[src/rtl/ddis_pkg.sv]
// Shared constants for the disc drive interface support block
package ddis_pkg;
    // Register byte offsets
    localparam logic [7:0] DDIS_OFF_SELECT  = 8'h00;
    localparam logic [7:0] DDIS_OFF_DATA    = 8'h04;
    localparam logic [7:0] DDIS_OFF_CONTROL = 8'h08;
    localparam logic [7:0] DDIS_OFF_STATUS  = 8'h0c;
    // Field positions in the select register
    localparam int DDIS_SEL_DRIVE_BIT = 9;
    localparam int DDIS_HEAD_W        = 9;
    // Field positions in the control register
    localparam int DDIS_CTL_INBOUND_BIT  = 0;
    localparam int DDIS_CTL_OUTBOUND_BIT = 1;
    localparam int DDIS_CTL_PRECOMP_BIT  = 2;
    // Reset values
    localparam logic [9:0] DDIS_SELECT_RST  = 10'h000;
    localparam logic [2:0] DDIS_CONTROL_RST = 3'h0;
    // Clock rates and derived divider counts
    localparam int DDIS_CORE_HZ      = 100000000;
    localparam int DDIS_WRITE_CLK_HZ = 5000000;
    localparam int DDIS_REF_CLK_HZ   = 10000000;
    localparam int DDIS_WRITE_HALF   = DDIS_CORE_HZ / (2 * DDIS_WRITE_CLK_HZ);
    localparam int DDIS_REF_HALF     = DDIS_CORE_HZ / (2 * DDIS_REF_CLK_HZ);
    // Read recovery: core cycles per recovered bit cell
    localparam int DDIS_CELL_CYCLES  = DDIS_CORE_HZ / DDIS_REF_CLK_HZ;
    // Precompensation delay in core cycles when enabled at tap zero
    localparam int DDIS_PRECOMP_CYCLES = 1;
    // Bus responses
    localparam logic [1:0] DDIS_RESP_OKAY   = 2'h0;
    localparam logic [1:0] DDIS_RESP_SLVERR = 2'h2;
endpackage

[src/rtl/ddis_clkdiv.sv]
// Toggle divider producing a square clock strobe from the core clock
`timescale 1ns/10ps
`default_nettype none
module ddis_clkdiv #(
    parameter int HALF = 10
) (
    input  wire logic clk_i,
    input  wire logic rst_i,
    input  wire logic ce_i,
    output var  logic clk_o
);
    localparam int CW = (HALF > 1) ? $clog2(HALF) : 1;
    typedef struct packed {
        logic [CW-1:0] cnt;
        logic          lvl;
    } ddis_div_s;
    ddis_div_s st_r;
    ddis_div_s st_nxt;

    if (HALF < 1) begin : g_half_check
        $error("HALF must be at least one");
    end

    // Count half periods and flip the output at each end
    always_comb begin
        st_nxt = st_r;
        if (st_r.cnt == CW'(HALF - 1)) begin
            st_nxt.cnt = '0;
            st_nxt.lvl = ~st_r.lvl;
        end else begin
            st_nxt.cnt = st_r.cnt + CW'(1);
        end
    end

    always_ff @(posedge clk_i or posedge rst_i) begin
        if (rst_i) begin
            st_r <= '0;
        end else if (ce_i) begin
            st_r <= st_nxt;
        end
    end

    assign clk_o = st_r.lvl;

    // Output holds for exactly HALF enabled cycles between flips
    a_div_half_period: assert property (@(posedge clk_i) disable iff (rst_i)
        (ce_i && st_r.cnt == CW'(HALF - 1)) |=> (clk_o != $past(clk_o)))
        else $error("divider missed a flip");
endmodule
`default_nettype wire

[src/rtl/ddis_top.sv]
// Drive interface support: read recovery, select latch, byte DMA, clocks, precomp
`timescale 1ns/10ps
`default_nettype none
module ddis_top
    import ddis_pkg::*;
#(
    parameter int AW = 8
) (
    input  wire logic                 CORE_CLK_I,
    input  wire logic                 RST_I,
    input  wire logic                 CE_I,
    input  wire logic [AW-1:0]        S_AXI_AWADDR_I,
    input  wire logic                 S_AXI_AWVALID_I,
    output var  logic                 S_AXI_AWREADY_O,
    input  wire logic [31:0]          S_AXI_WDATA_I,
    input  wire logic [3:0]           S_AXI_WSTRB_I,
    input  wire logic                 S_AXI_WVALID_I,
    output var  logic                 S_AXI_WREADY_O,
    output var  logic [1:0]           S_AXI_BRESP_O,
    output var  logic                 S_AXI_BVALID_O,
    input  wire logic                 S_AXI_BREADY_I,
    input  wire logic [AW-1:0]        S_AXI_ARADDR_I,
    input  wire logic                 S_AXI_ARVALID_I,
    output var  logic                 S_AXI_ARREADY_O,
    output var  logic [31:0]          S_AXI_RDATA_O,
    output var  logic [1:0]           S_AXI_RRESP_O,
    output var  logic                 S_AXI_RVALID_O,
    input  wire logic                 S_AXI_RREADY_I,
    input  wire logic                 ENCODED_READ_PAIR_I,
    output var  logic                 READ_CLOCK_O,
    output var  logic                 READ_DATA_O,
    input  wire logic                 CORE_WRITE_DATA_I,
    input  wire logic [1:0]           PRECOMP_SELECT_I,
    output var  logic                 ENCODED_WRITE_PAIR_O,
    output var  logic                 WRITE_CLOCK_O,
    output var  logic                 REF_CLOCK_O,
    output var  logic                 DRIVE_SELECT_N_O,
    output var  logic                 DRIVE_SELECT_N_OE_O,
    output var  logic [DDIS_HEAD_W-1:0] HEAD_SELECT_LINES_N_O,
    output var  logic [DDIS_HEAD_W-1:0] HEAD_SELECT_LINES_N_OE_O,
    output var  logic                 INBOUND_DATA_REQUEST_N_O,
    output var  logic                 OUTBOUND_DATA_REQUEST_N_O,
    input  wire logic                 INBOUND_DATA_STROBE_N_I,
    input  wire logic                 OUTBOUND_DATA_STROBE_N_I,
    input  wire logic [7:0]           BYTE_DATA_BUS_I,
    output var  logic [7:0]           BYTE_DATA_BUS_O,
    output var  logic                 BYTE_DATA_BUS_OE_O
);
    if (AW < 4) begin : g_aw_check
        $error("AW too narrow for the register map");
    end

    typedef struct packed {
        logic            aw_got;
        logic            w_got;
        logic [AW-1:0]   aw_addr;
        logic [31:0]     w_data;
        logic [3:0]      w_strb;
        logic            bvalid;
        logic [1:0]      bresp;
        logic            rvalid;
        logic [1:0]      rresp;
        logic [31:0]     rdata;
        logic [9:0]      select;
        logic [2:0]      control;
        logic [7:0]      out_byte;
        logic            out_full;
        logic [7:0]      in_byte;
        logic            in_full;
        logic            in_strb_d;
        logic            out_strb_d;
        logic            rd_prev;
        logic [3:0]      cell_cnt;
        logic            rd_seen;
        logic            rd_clk;
        logic            rd_data;
        logic [2:0]      wr_dly;
        logic            wr_out;
    } ddis_top_s;

    ddis_top_s st_r;
    ddis_top_s st_nxt;
    logic      wr_clk;
    logic      ref_clk;

    // Write timing clock and recovery reference clock
    ddis_clkdiv #(.HALF(DDIS_WRITE_HALF)) u_wr_div (
        .clk_i (CORE_CLK_I),
        .rst_i (RST_I),
        .ce_i  (CE_I),
        .clk_o (wr_clk)
    );
    ddis_clkdiv #(.HALF(DDIS_REF_HALF)) u_ref_div (
        .clk_i (CORE_CLK_I),
        .rst_i (RST_I),
        .ce_i  (CE_I),
        .clk_o (ref_clk)
    );

    // Whole next state; bus, DMA, select latch, recovery and precomp paths
    always_comb begin
        logic wr_fire;
        logic in_edge;
        logic out_edge;
        logic [7:0] wa;
        logic [7:0] ra;
        wr_fire  = 1'b0;
        in_edge  = 1'b0;
        out_edge = 1'b0;
        wa       = '0;
        ra       = '0;
        st_nxt = st_r;
        // Address and data may arrive in either order
        if (S_AXI_AWVALID_I && !st_r.aw_got) begin
            st_nxt.aw_got  = 1'b1;
            st_nxt.aw_addr = S_AXI_AWADDR_I;
        end
        if (S_AXI_WVALID_I && !st_r.w_got) begin
            st_nxt.w_got  = 1'b1;
            st_nxt.w_data = S_AXI_WDATA_I;
            st_nxt.w_strb = S_AXI_WSTRB_I;
        end
        if (st_r.aw_got && st_r.w_got && !st_r.bvalid) begin
            wr_fire        = 1'b1;
            st_nxt.aw_got  = 1'b0;
            st_nxt.w_got   = 1'b0;
            st_nxt.bvalid  = 1'b1;
            st_nxt.bresp   = DDIS_RESP_OKAY;
            wa = 8'(st_r.aw_addr);
        end
        if (st_r.bvalid && S_AXI_BREADY_I) st_nxt.bvalid = 1'b0;
        // Select latch and control written here; upper bits dropped
        if (wr_fire) begin
            unique case (wa)
                DDIS_OFF_SELECT: begin
                    if (st_r.w_strb[0]) st_nxt.select[7:0] = st_r.w_data[7:0];
                    if (st_r.w_strb[1]) st_nxt.select[9:8] = st_r.w_data[9:8];
                end
                DDIS_OFF_DATA: begin
                    // Outbound byte for the controller core
                    if (st_r.w_strb[0]) begin
                        st_nxt.out_byte = st_r.w_data[7:0];
                        st_nxt.out_full = 1'b1;
                    end
                end
                DDIS_OFF_CONTROL: begin
                    if (st_r.w_strb[0]) st_nxt.control = st_r.w_data[2:0];
                end
                DDIS_OFF_STATUS: st_nxt.bresp = DDIS_RESP_OKAY;
                default:         st_nxt.bresp = DDIS_RESP_SLVERR;
            endcase
        end
        // Read channel; reading data empties the inbound holding stage
        if (S_AXI_ARVALID_I && !st_r.rvalid) begin
            ra = 8'(S_AXI_ARADDR_I);
            st_nxt.rvalid = 1'b1;
            st_nxt.rresp  = DDIS_RESP_OKAY;
            unique case (ra)
                DDIS_OFF_SELECT:  st_nxt.rdata = {22'h0, st_r.select};
                DDIS_OFF_DATA: begin
                    st_nxt.rdata   = {24'h0, st_r.in_byte};
                    st_nxt.in_full = 1'b0;
                end
                DDIS_OFF_CONTROL: st_nxt.rdata = {29'h0, st_r.control};
                DDIS_OFF_STATUS:  st_nxt.rdata = {30'h0, st_r.out_full, st_r.in_full};
                default: begin
                    st_nxt.rdata = '0;
                    st_nxt.rresp = DDIS_RESP_SLVERR;
                end
            endcase
        end
        if (st_r.rvalid && S_AXI_RREADY_I) st_nxt.rvalid = 1'b0;
        // Strobe edges: byte moves on the trailing (rising) edge of a strobe
        st_nxt.in_strb_d  = INBOUND_DATA_STROBE_N_I;
        st_nxt.out_strb_d = OUTBOUND_DATA_STROBE_N_I;
        in_edge  = !st_r.in_strb_d && INBOUND_DATA_STROBE_N_I;
        out_edge = !st_r.out_strb_d && OUTBOUND_DATA_STROBE_N_I;
        // Inbound byte captured into a register, which wins over the read clear
        if (in_edge && !st_r.in_full && st_r.control[DDIS_CTL_INBOUND_BIT]) begin
            st_nxt.in_byte = BYTE_DATA_BUS_I;
            st_nxt.in_full = 1'b1;
        end
        // Outbound byte consumed; request drops until software refills; a refill wins
        if (out_edge && st_r.out_full && !(wr_fire && wa == DDIS_OFF_DATA && st_r.w_strb[0]))
            st_nxt.out_full = 1'b0;
        // Read recovery: edges of the encoded stream mark cells in the reference grid
        st_nxt.rd_prev = ENCODED_READ_PAIR_I;
        if (ENCODED_READ_PAIR_I != st_r.rd_prev) st_nxt.rd_seen = 1'b1;
        if ((ENCODED_READ_PAIR_I != st_r.rd_prev && st_r.cell_cnt > 4'(DDIS_CELL_CYCLES / 2))
            || st_r.cell_cnt == 4'(DDIS_CELL_CYCLES - 1)) begin
            st_nxt.cell_cnt = '0;
            st_nxt.rd_data  = st_r.rd_seen;
            st_nxt.rd_seen  = (ENCODED_READ_PAIR_I != st_r.rd_prev);
        end else begin
            st_nxt.cell_cnt = st_r.cell_cnt + 4'h1;
        end
        st_nxt.rd_clk = (st_r.cell_cnt < 4'(DDIS_CELL_CYCLES / 2));
        // Write path delay line, tapped by the core's pattern select
        st_nxt.wr_dly = {st_r.wr_dly[1:0], CORE_WRITE_DATA_I};
        if (!st_r.control[DDIS_CTL_PRECOMP_BIT]) begin
            st_nxt.wr_out = CORE_WRITE_DATA_I; // Bypass: no added delay
        end else begin
            st_nxt.wr_out = st_r.wr_dly[(PRECOMP_SELECT_I == 2'h3) ? 2'h2 : PRECOMP_SELECT_I];
        end
    end

    // Single state register; clock enable freezes everything
    always_ff @(posedge CORE_CLK_I or posedge RST_I) begin
        if (RST_I) begin
            st_r            <= '0;
            st_r.select     <= DDIS_SELECT_RST;
            st_r.control    <= DDIS_CONTROL_RST;
            st_r.in_strb_d  <= 1'b1;
            st_r.out_strb_d <= 1'b1;
        end else if (CE_I) begin
            st_r <= st_nxt;
        end
    end

    // Bus handshake outputs
    assign S_AXI_AWREADY_O = !st_r.aw_got;
    assign S_AXI_WREADY_O  = !st_r.w_got;
    assign S_AXI_BVALID_O  = st_r.bvalid;
    assign S_AXI_BRESP_O   = st_r.bresp;
    assign S_AXI_ARREADY_O = !st_r.rvalid;
    assign S_AXI_RVALID_O  = st_r.rvalid;
    assign S_AXI_RDATA_O   = st_r.rdata;
    assign S_AXI_RRESP_O   = st_r.rresp;

    // Active-low open-collector select pins: low asserted, high released
    assign DRIVE_SELECT_N_O         = 1'b0;
    assign DRIVE_SELECT_N_OE_O      = !st_r.select[DDIS_SEL_DRIVE_BIT];
    assign HEAD_SELECT_LINES_N_O    = '0;
    assign HEAD_SELECT_LINES_N_OE_O = ~st_r.select[DDIS_HEAD_W-1:0];

    // Requests: low while a byte is wanted or waiting
    assign INBOUND_DATA_REQUEST_N_O  = !(st_r.control[DDIS_CTL_INBOUND_BIT] && !st_r.in_full);
    assign OUTBOUND_DATA_REQUEST_N_O = !(st_r.control[DDIS_CTL_OUTBOUND_BIT] && st_r.out_full);
    assign BYTE_DATA_BUS_O    = st_r.out_byte;
    assign BYTE_DATA_BUS_OE_O = !(st_r.control[DDIS_CTL_OUTBOUND_BIT] && st_r.out_full);

    assign READ_CLOCK_O         = st_r.rd_clk;
    assign READ_DATA_O          = st_r.rd_data;
    assign ENCODED_WRITE_PAIR_O = st_r.wr_out;
    assign WRITE_CLOCK_O        = wr_clk;
    assign REF_CLOCK_O          = ref_clk;

    a_out_req_drop: assert property (@(posedge CORE_CLK_I) disable iff (RST_I)
        (CE_I && !st_r.out_strb_d && OUTBOUND_DATA_STROBE_N_I && st_r.out_full && !S_AXI_WVALID_I
         && !st_r.w_got) |=> OUTBOUND_DATA_REQUEST_N_O)
        else $error("outbound request held after strobe");
    a_in_capture: assert property (@(posedge CORE_CLK_I) disable iff (RST_I)
        (CE_I && !st_r.in_strb_d && INBOUND_DATA_STROBE_N_I && !INBOUND_DATA_REQUEST_N_O)
        |=> (st_r.in_byte == $past(BYTE_DATA_BUS_I) && INBOUND_DATA_REQUEST_N_O))
        else $error("inbound byte not captured");
    // The edge that releases reset still sees reset state, so it starts no attempt
    a_precomp_bypass: assert property (@(posedge CORE_CLK_I) disable iff (RST_I)
        (CE_I && !RST_I && !st_r.control[DDIS_CTL_PRECOMP_BIT])
        |=> (ENCODED_WRITE_PAIR_O == $past(CORE_WRITE_DATA_I)))
        else $error("write data delayed in bypass");
    a_sel_follow: assert property (@(posedge CORE_CLK_I) disable iff (RST_I)
        (CE_I && st_r.aw_got && st_r.w_got && !st_r.bvalid && 8'(st_r.aw_addr) == DDIS_OFF_SELECT
         && &st_r.w_strb[1:0]) |=> (DRIVE_SELECT_N_OE_O == !$past(st_r.w_data[DDIS_SEL_DRIVE_BIT])
         && HEAD_SELECT_LINES_N_OE_O == ~$past(st_r.w_data[DDIS_HEAD_W-1:0])))
        else $error("drive select pin mismatch");
    a_bus_off_req: assert property (@(posedge CORE_CLK_I) disable iff (RST_I)
        (CE_I && st_r.aw_got && st_r.w_got && !st_r.bvalid && 8'(st_r.aw_addr) == DDIS_OFF_DATA
         && st_r.w_strb[0] && st_r.control[DDIS_CTL_OUTBOUND_BIT]) |=> (!BYTE_DATA_BUS_OE_O
         && !OUTBOUND_DATA_REQUEST_N_O && BYTE_DATA_BUS_O == $past(st_r.w_data[7:0])))
        else $error("loaded byte not offered on the bus");
    a_write_resp: assert property (@(posedge CORE_CLK_I) disable iff (RST_I)
        (CE_I && st_r.aw_got && st_r.w_got && !st_r.bvalid) |=> S_AXI_BVALID_O)
        else $error("write response missing");
    a_rd_clk_toggle: assert property (@(posedge CORE_CLK_I) disable iff (RST_I)
        (CE_I && st_r.cell_cnt == 4'h0) ##1 CE_I |=> READ_CLOCK_O)
        else $error("read clock not high early in cell");
    a_precomp_tap: assert property (@(posedge CORE_CLK_I) disable iff (RST_I)
        (CE_I && !RST_I && st_r.control[DDIS_CTL_PRECOMP_BIT] && PRECOMP_SELECT_I == 2'h0)
        |=> (ENCODED_WRITE_PAIR_O == $past(CORE_WRITE_DATA_I, 2)))
        else $error("precomp tap wrong");
endmodule
`default_nettype wire
[config.mk]
export PLATFORM = sky130hd
export DESIGN_NAME = ddis_top
export DESIGN_NICKNAME = d
export VERILOG_FILES = /design/src/rtl/ddis_pkg.sv /design/src/rtl/ddis_clkdiv.sv /design/src/rtl/ddis_top.sv
export SDC_FILE = /design/constraint.sdc
export NUM_CORES = 1
export LEC_CHECK = 0
export BUFFER_PORTS_ARGS = -buffer_cell sky130_fd_sc_hd__buf_2
export CORE_UTILIZATION = 45
export DETAILED_ROUTE_END_ITERATION = 10
export HOLD_SLACK_MARGIN = 0.15
export PLACE_DENSITY = 0.79
export SYNTH_ARGS = -nofsm -noshare
export SYNTH_HDL_FRONTEND = slang
export SYNTH_SLANG_ARGS = --single-unit
[constraint.sdc]
create_clock -name CORE_CLK_I -period 7.59 [get_ports CORE_CLK_I]
set_input_delay 1.518 -clock CORE_CLK_I [delete_from_list [all_inputs] [get_ports CORE_CLK_I]]
set_output_delay 1.518 -clock CORE_CLK_I [all_outputs]
set_load 0.05 [all_outputs]
# [Word-level counts from Yosys, hierarchy flattened]
# Index checks and enable logic that the tools add are counted.
[word_totals] reg_bits=114 latch_bits=0 ram_bits=0 mem_bits_ro=0 elab_cells=141 memories=0
[op_classes] add_sub_neg=3 mul=0 div_mod_pow=0 magnitude_cmp=3 eq_ne=11 shifts=0 muxes=29 bitwise_logic=3 reduce_logical=62
[op_table] cell="$pmux W10 S4" count=1
[op_table] cell="$mux W35" count=1
[op_table] cell="$eq A8 B4 Y1 const B" count=4
[op_table] cell="$reduce_and A2 Y1" count=12
[op_table] cell="$reduce_and A4 Y1" count=5
[op_table] cell="$reduce_bool A2 Y1" count=10
[op_table] cell="$logic_and A1 B1 Y1" count=18
[op_table] cell="$eq A8 B3 Y1 const B" count=2
[op_table] cell="$logic_not A8 Y1" count=2
[op_table] cell="$mux W1" count=16
[op_table] cell="$logic_not A1 Y1" count=11
[op_table] cell="$not A9 Y9" count=1
[op_table] cell="$add A4 B1 Y4 const B" count=2
[op_table] cell="$eq A4 B4 Y1 const B" count=2
[op_table] cell="$mux W2" count=4
[op_table] cell="$mux W4" count=2
[op_table] cell="$mux W8" count=1
[op_table] cell="$mux W3" count=2
[op_table] cell="$gt A4 B3 Y1 const B" count=1
[op_table] cell="$lt A4 B3 Y1 const B" count=1
[op_table] cell="$pmux W2 S2" count=1
[op_table] cell="$reduce_or A4 Y1" count=1
[op_table] cell="$add A3 B1 Y3 const B" count=1
[op_table] cell="$eq A3 B3 Y1 const B" count=1
[op_table] cell="other kinds (8)" count=9

# [Longest topological paths before layout]
[logic_depth] word_depth=10 mapped_depth=6 ltp_nobuf=6

# [Modules after synthesis]
# From an unflattened synthesis, not the netlist that was laid out.
[hier_totals] hier_cells=369 hier_area_um2=4352.9
[modules_own_cells] mod="ddis_top" instances=1 cells_per_inst=329 area_each_um2=3923.8
[modules_own_cells] mod="ddis_clkdiv at u_wr_div" instances=1 cells_per_inst=20 area_each_um2=225.2
[modules_own_cells] mod="ddis_clkdiv at u_ref_div" instances=1 cells_per_inst=20 area_each_um2=203.9

# [Worst setup path before layout]
# Ideal clock, no wire load.
[synth_timing] path_kind="in2reg" from="input port S_AXI_ARADDR_I[1]" to="register st_r[14] (netlist bit)" arrival_time_ps=2784 setup_slack_ps=4684 cell_stages=5 path_cell_list="or4_1 or4_1 buf_2 o21ai_0 nand2b_1"
[synth_between] elab_chain_cells=3
[synth_lines] element="from (decl)" line_no="ddis_top.sv:22" source="input wire logic [AW-1:0] S_AXI_ARADDR_I,"
[synth_lines] element="$eq A8 B3 Y1" line_no="ddis_top.sv:158" source="unique case (ra)"
[synth_lines] element="$reduce_bool A2 Y1 (no source line)"
[synth_lines] element="$reduce_and A3 Y1 (no source line)"
[synth_lines] element="to (signal assigned)" line_no="ddis_top.sv:216" source="st_r <= st_nxt;"
[synth_lines] element="to (decl)" line_no="ddis_top.sv:81" source="ddis_top_s st_r;"
# Every way passes these cells.
# A chain may end at the register's enable or synchronous reset.

# [Worst setup path after layout]
[layout_timing] from="input port CE_I" to="register st_r (netlist bit S_AXI_RDATA_O[1])"
[layout_between] elab_chain_cells=1
[layout_lines] element="from (decl)" line_no="ddis_top.sv:11" source="input wire logic CE_I,"
[layout_lines] element="$reduce_and A2 Y1 (no source line)"
# Every way passes these cells.

==> metrics <==
status complete, no violations; crit path kind in2reg; router iterations before antenna repair 4; final setup fails 0; H-tree level count 3; first-pass GRT wire length 13,100 um; CTS tree built; Core Box Area 9280 um2; Seq/Total Area, Yosys 52.4%; Syn Area/Cell 11.8 um2; WP data required 7.86 ns; placed insts 560; Pleak 0.00239 uW; vias in the first global route 2,731; CP max FO 44; Worst EP arrival 3.71 ns; worst skew pair latency 0.35 ns; postcts setup bufs 0; Hold Worst Slack 0.475 ns; crit share post-route 45.3%; utilization after layout 52.4%; Final min period 3.44 ns; final hold vios 0; Rel. slew slack 45.8%; routability cong. 0.791; num rows 35; grt ovf 0; skew final 0.0123 ns; final layout net count 521; R2R Setup Slk 5.52 ns; crit start category input port; final WL 8030 um; via count 2,747; Mapped Cells 369; Initial Utilization 46.9%; Max clock buf depth 2; fin. max-slew vios 0; DR WL/cell 13.9 um; peak supply drop 214 uV; Mapped Area 4350 um2; Vias per Instance 4.77; CTS hold repair buffers 0; final setup TNS 0 ns; CTS resizes 0; Max Cap Viol 0; FF+latch count, synth 91; power density over the cells 311 nW/um2; CTS Sinks 91; worst hold path type reg2reg; gr usage total 16.9%; CTS root buf clkbuf_8; yosys warns 0; die footprint 10,100 um2; Final ANT Viol Nets 0; DP HPWL 5970 um; Synth cell types 43; # DRC 0; Max Fclk 291 MHz; final cell count without fillers 576; Diodes inserted 0; RSZ-0062 raised after global routing no; io pins 151; crit end category flop; clock-pin slew on the worst setup and hold paths 0.09 ns; Area Overhead vs Synth 11.8%; actual slew at the worst max-slew pin 0.806 ns; initial antenna violation count 0; Die Y 100 um; Die W 100 um; IO Port Bufs 93; 1st-iter DRT viols 141; pin count of the biggest net entering global routing 66; clock buffer count from CTS 9; proportion of layout cells with a drive suffix above 1 39.6%
worst max-delay path: stages:
cell and delay (ns):
buf_2 0.59, nand3_1 0.67, or4_1 0.73, o21ai_0 0.20
layer usage:
metal	track usage [%]	vias up	part of all wire, %
met3	2.79	16	4.2
met1	21.6	1314	44
li1	-	1324	-
met5	0	-	0
met4	8.47	0	2.5
met2	27.9	93	49
final timing paths:
path                               endpoint  cells after the start             from
min reg2reg                 u_ref_div.clk_o                      1  u_ref_div.clk_o
min                         u_ref_div.clk_o                      1  u_ref_div.clk_o
max                        S_AXI_RDATA_O[1]                      4             CE_I
min in group asynchronous  S_AXI_RDATA_O[6]                      2            RST_I
max reg2reg                        st_r[43]                      4        st_r[120]
max in group asynchronous          st_r[37]                      3            RST_I
cell usage after synthesis (all sizes together):
cell type | instances | area (um2)
a21o | 1 | 7.51
a21oi | 6 | 30.0
a22o | 2 | 17.5
a31oi | 4 | 25.0
and2 | 1 | 6.26
and3 | 1 | 6.26
and3b | 1 | 8.76
and4 | 1 | 10.0
buf | 61 | 438
clkbuf | 3 | 11.3
conb | 1 | 3.75
dfrtp | 89 | 2230
dfstp | 2 | 52.6
ha | 5 | 62.6
inv | 23 | 86.3
mux2 | 56 | 631
mux2i | 8 | 80.1
mux4 | 2 | 45.0
nand2 | 29 | 109
nand2b | 2 | 12.5
nand3 | 9 | 45.0
nand3b | 1 | 7.51
nand4 | 3 | 48.8
nor2 | 8 | 30.0
nor2b | 3 | 18.8
nor3 | 4 | 25.0
nor3b | 4 | 30.0
nor4 | 2 | 27.5
o211ai | 1 | 7.51
o21a | 2 | 15.0
o21ai | 16 | 80.1
o31ai | 5 | 37.5
o41ai | 2 | 17.5
or3 | 1 | 6.26
or4 | 4 | 33.8
xnor2 | 3 | 26.3
xor2 | 3 | 26.3
layout by cell type, fill, tap and decap left out, types with 6 or more instances in the layout:
cell,netlist,routed
buf_2,2,93
dfrtp_1,89,89
mux2_2,56,56
conb_1,1,33
nand2_1,29,29
inv_1,23,22
o21ai_0,16,16
nand3_1,9,9
clkbuf_8,0,9
mux2i_1,8,8
nor2_1,8,8
a21oi_1,6,6
registers in the layout, indices dropped and copies added, names as in the netlist, 2 cells and up, named ones only:
register / count
u_ref_div.st_r: 3
st_nxt: 2
BYTE_DATA_BUS_O: 8
u_wr_div.st_r: 4
st_r: 54
S_AXI_RDATA_O: 10
metrics by stage:
step / total power (uW) / cell area (um2) / setup slack [ns]
final: 1510 / 4870 / 4.15
after detailed placement: 1180 / 4660 / 3.74
after global placement: 1150 / 4660 / 3.82
after CTS: 1530 / 4870 / 4.11
after floorplan: 1090 / 4470 / 3.71
after global routing: 1600 / 4870 / 3.90
report_power, final:
part	total, uW	internal [uW]	switching (uW)
Clock	339	158	181
Sequential	719	608	111
Combinational	453	163	291
kinds of logic (layout without fill, tap and decap cells):
logic type / count (synthesis) / after routing / synth area share (%)
fa+ha+maj: 5 / 5 / 1.44
buf+inv: 87 / 133 / 12.3
flops: 91 / 91 / 52.4
other cells: 1 / 33 / 0.0861
mux: 66 / 66 / 17.4
simple gates: 74 / 74 / 9.77
xor+xnor: 6 / 6 / 1.21
compound gates: 39 / 39 / 5.46
layout make-up:
| type | count | area, um2 |
|---|---|---|
| Tap cell | 129 | 161 |
| Clock buffer | 9 | 124 |
| Sequential cell | 91 | 2280 |
| Multi-Input combinational cell | 223 | 1660 |
| Fill cell | 827 | 4420 |
| Inverter | 23 | 87.6 |
| Clock inverter | 7 | 82.6 |
| Timing Repair Buffer | 94 | 473 |
(Power assumes the default switching activity.)
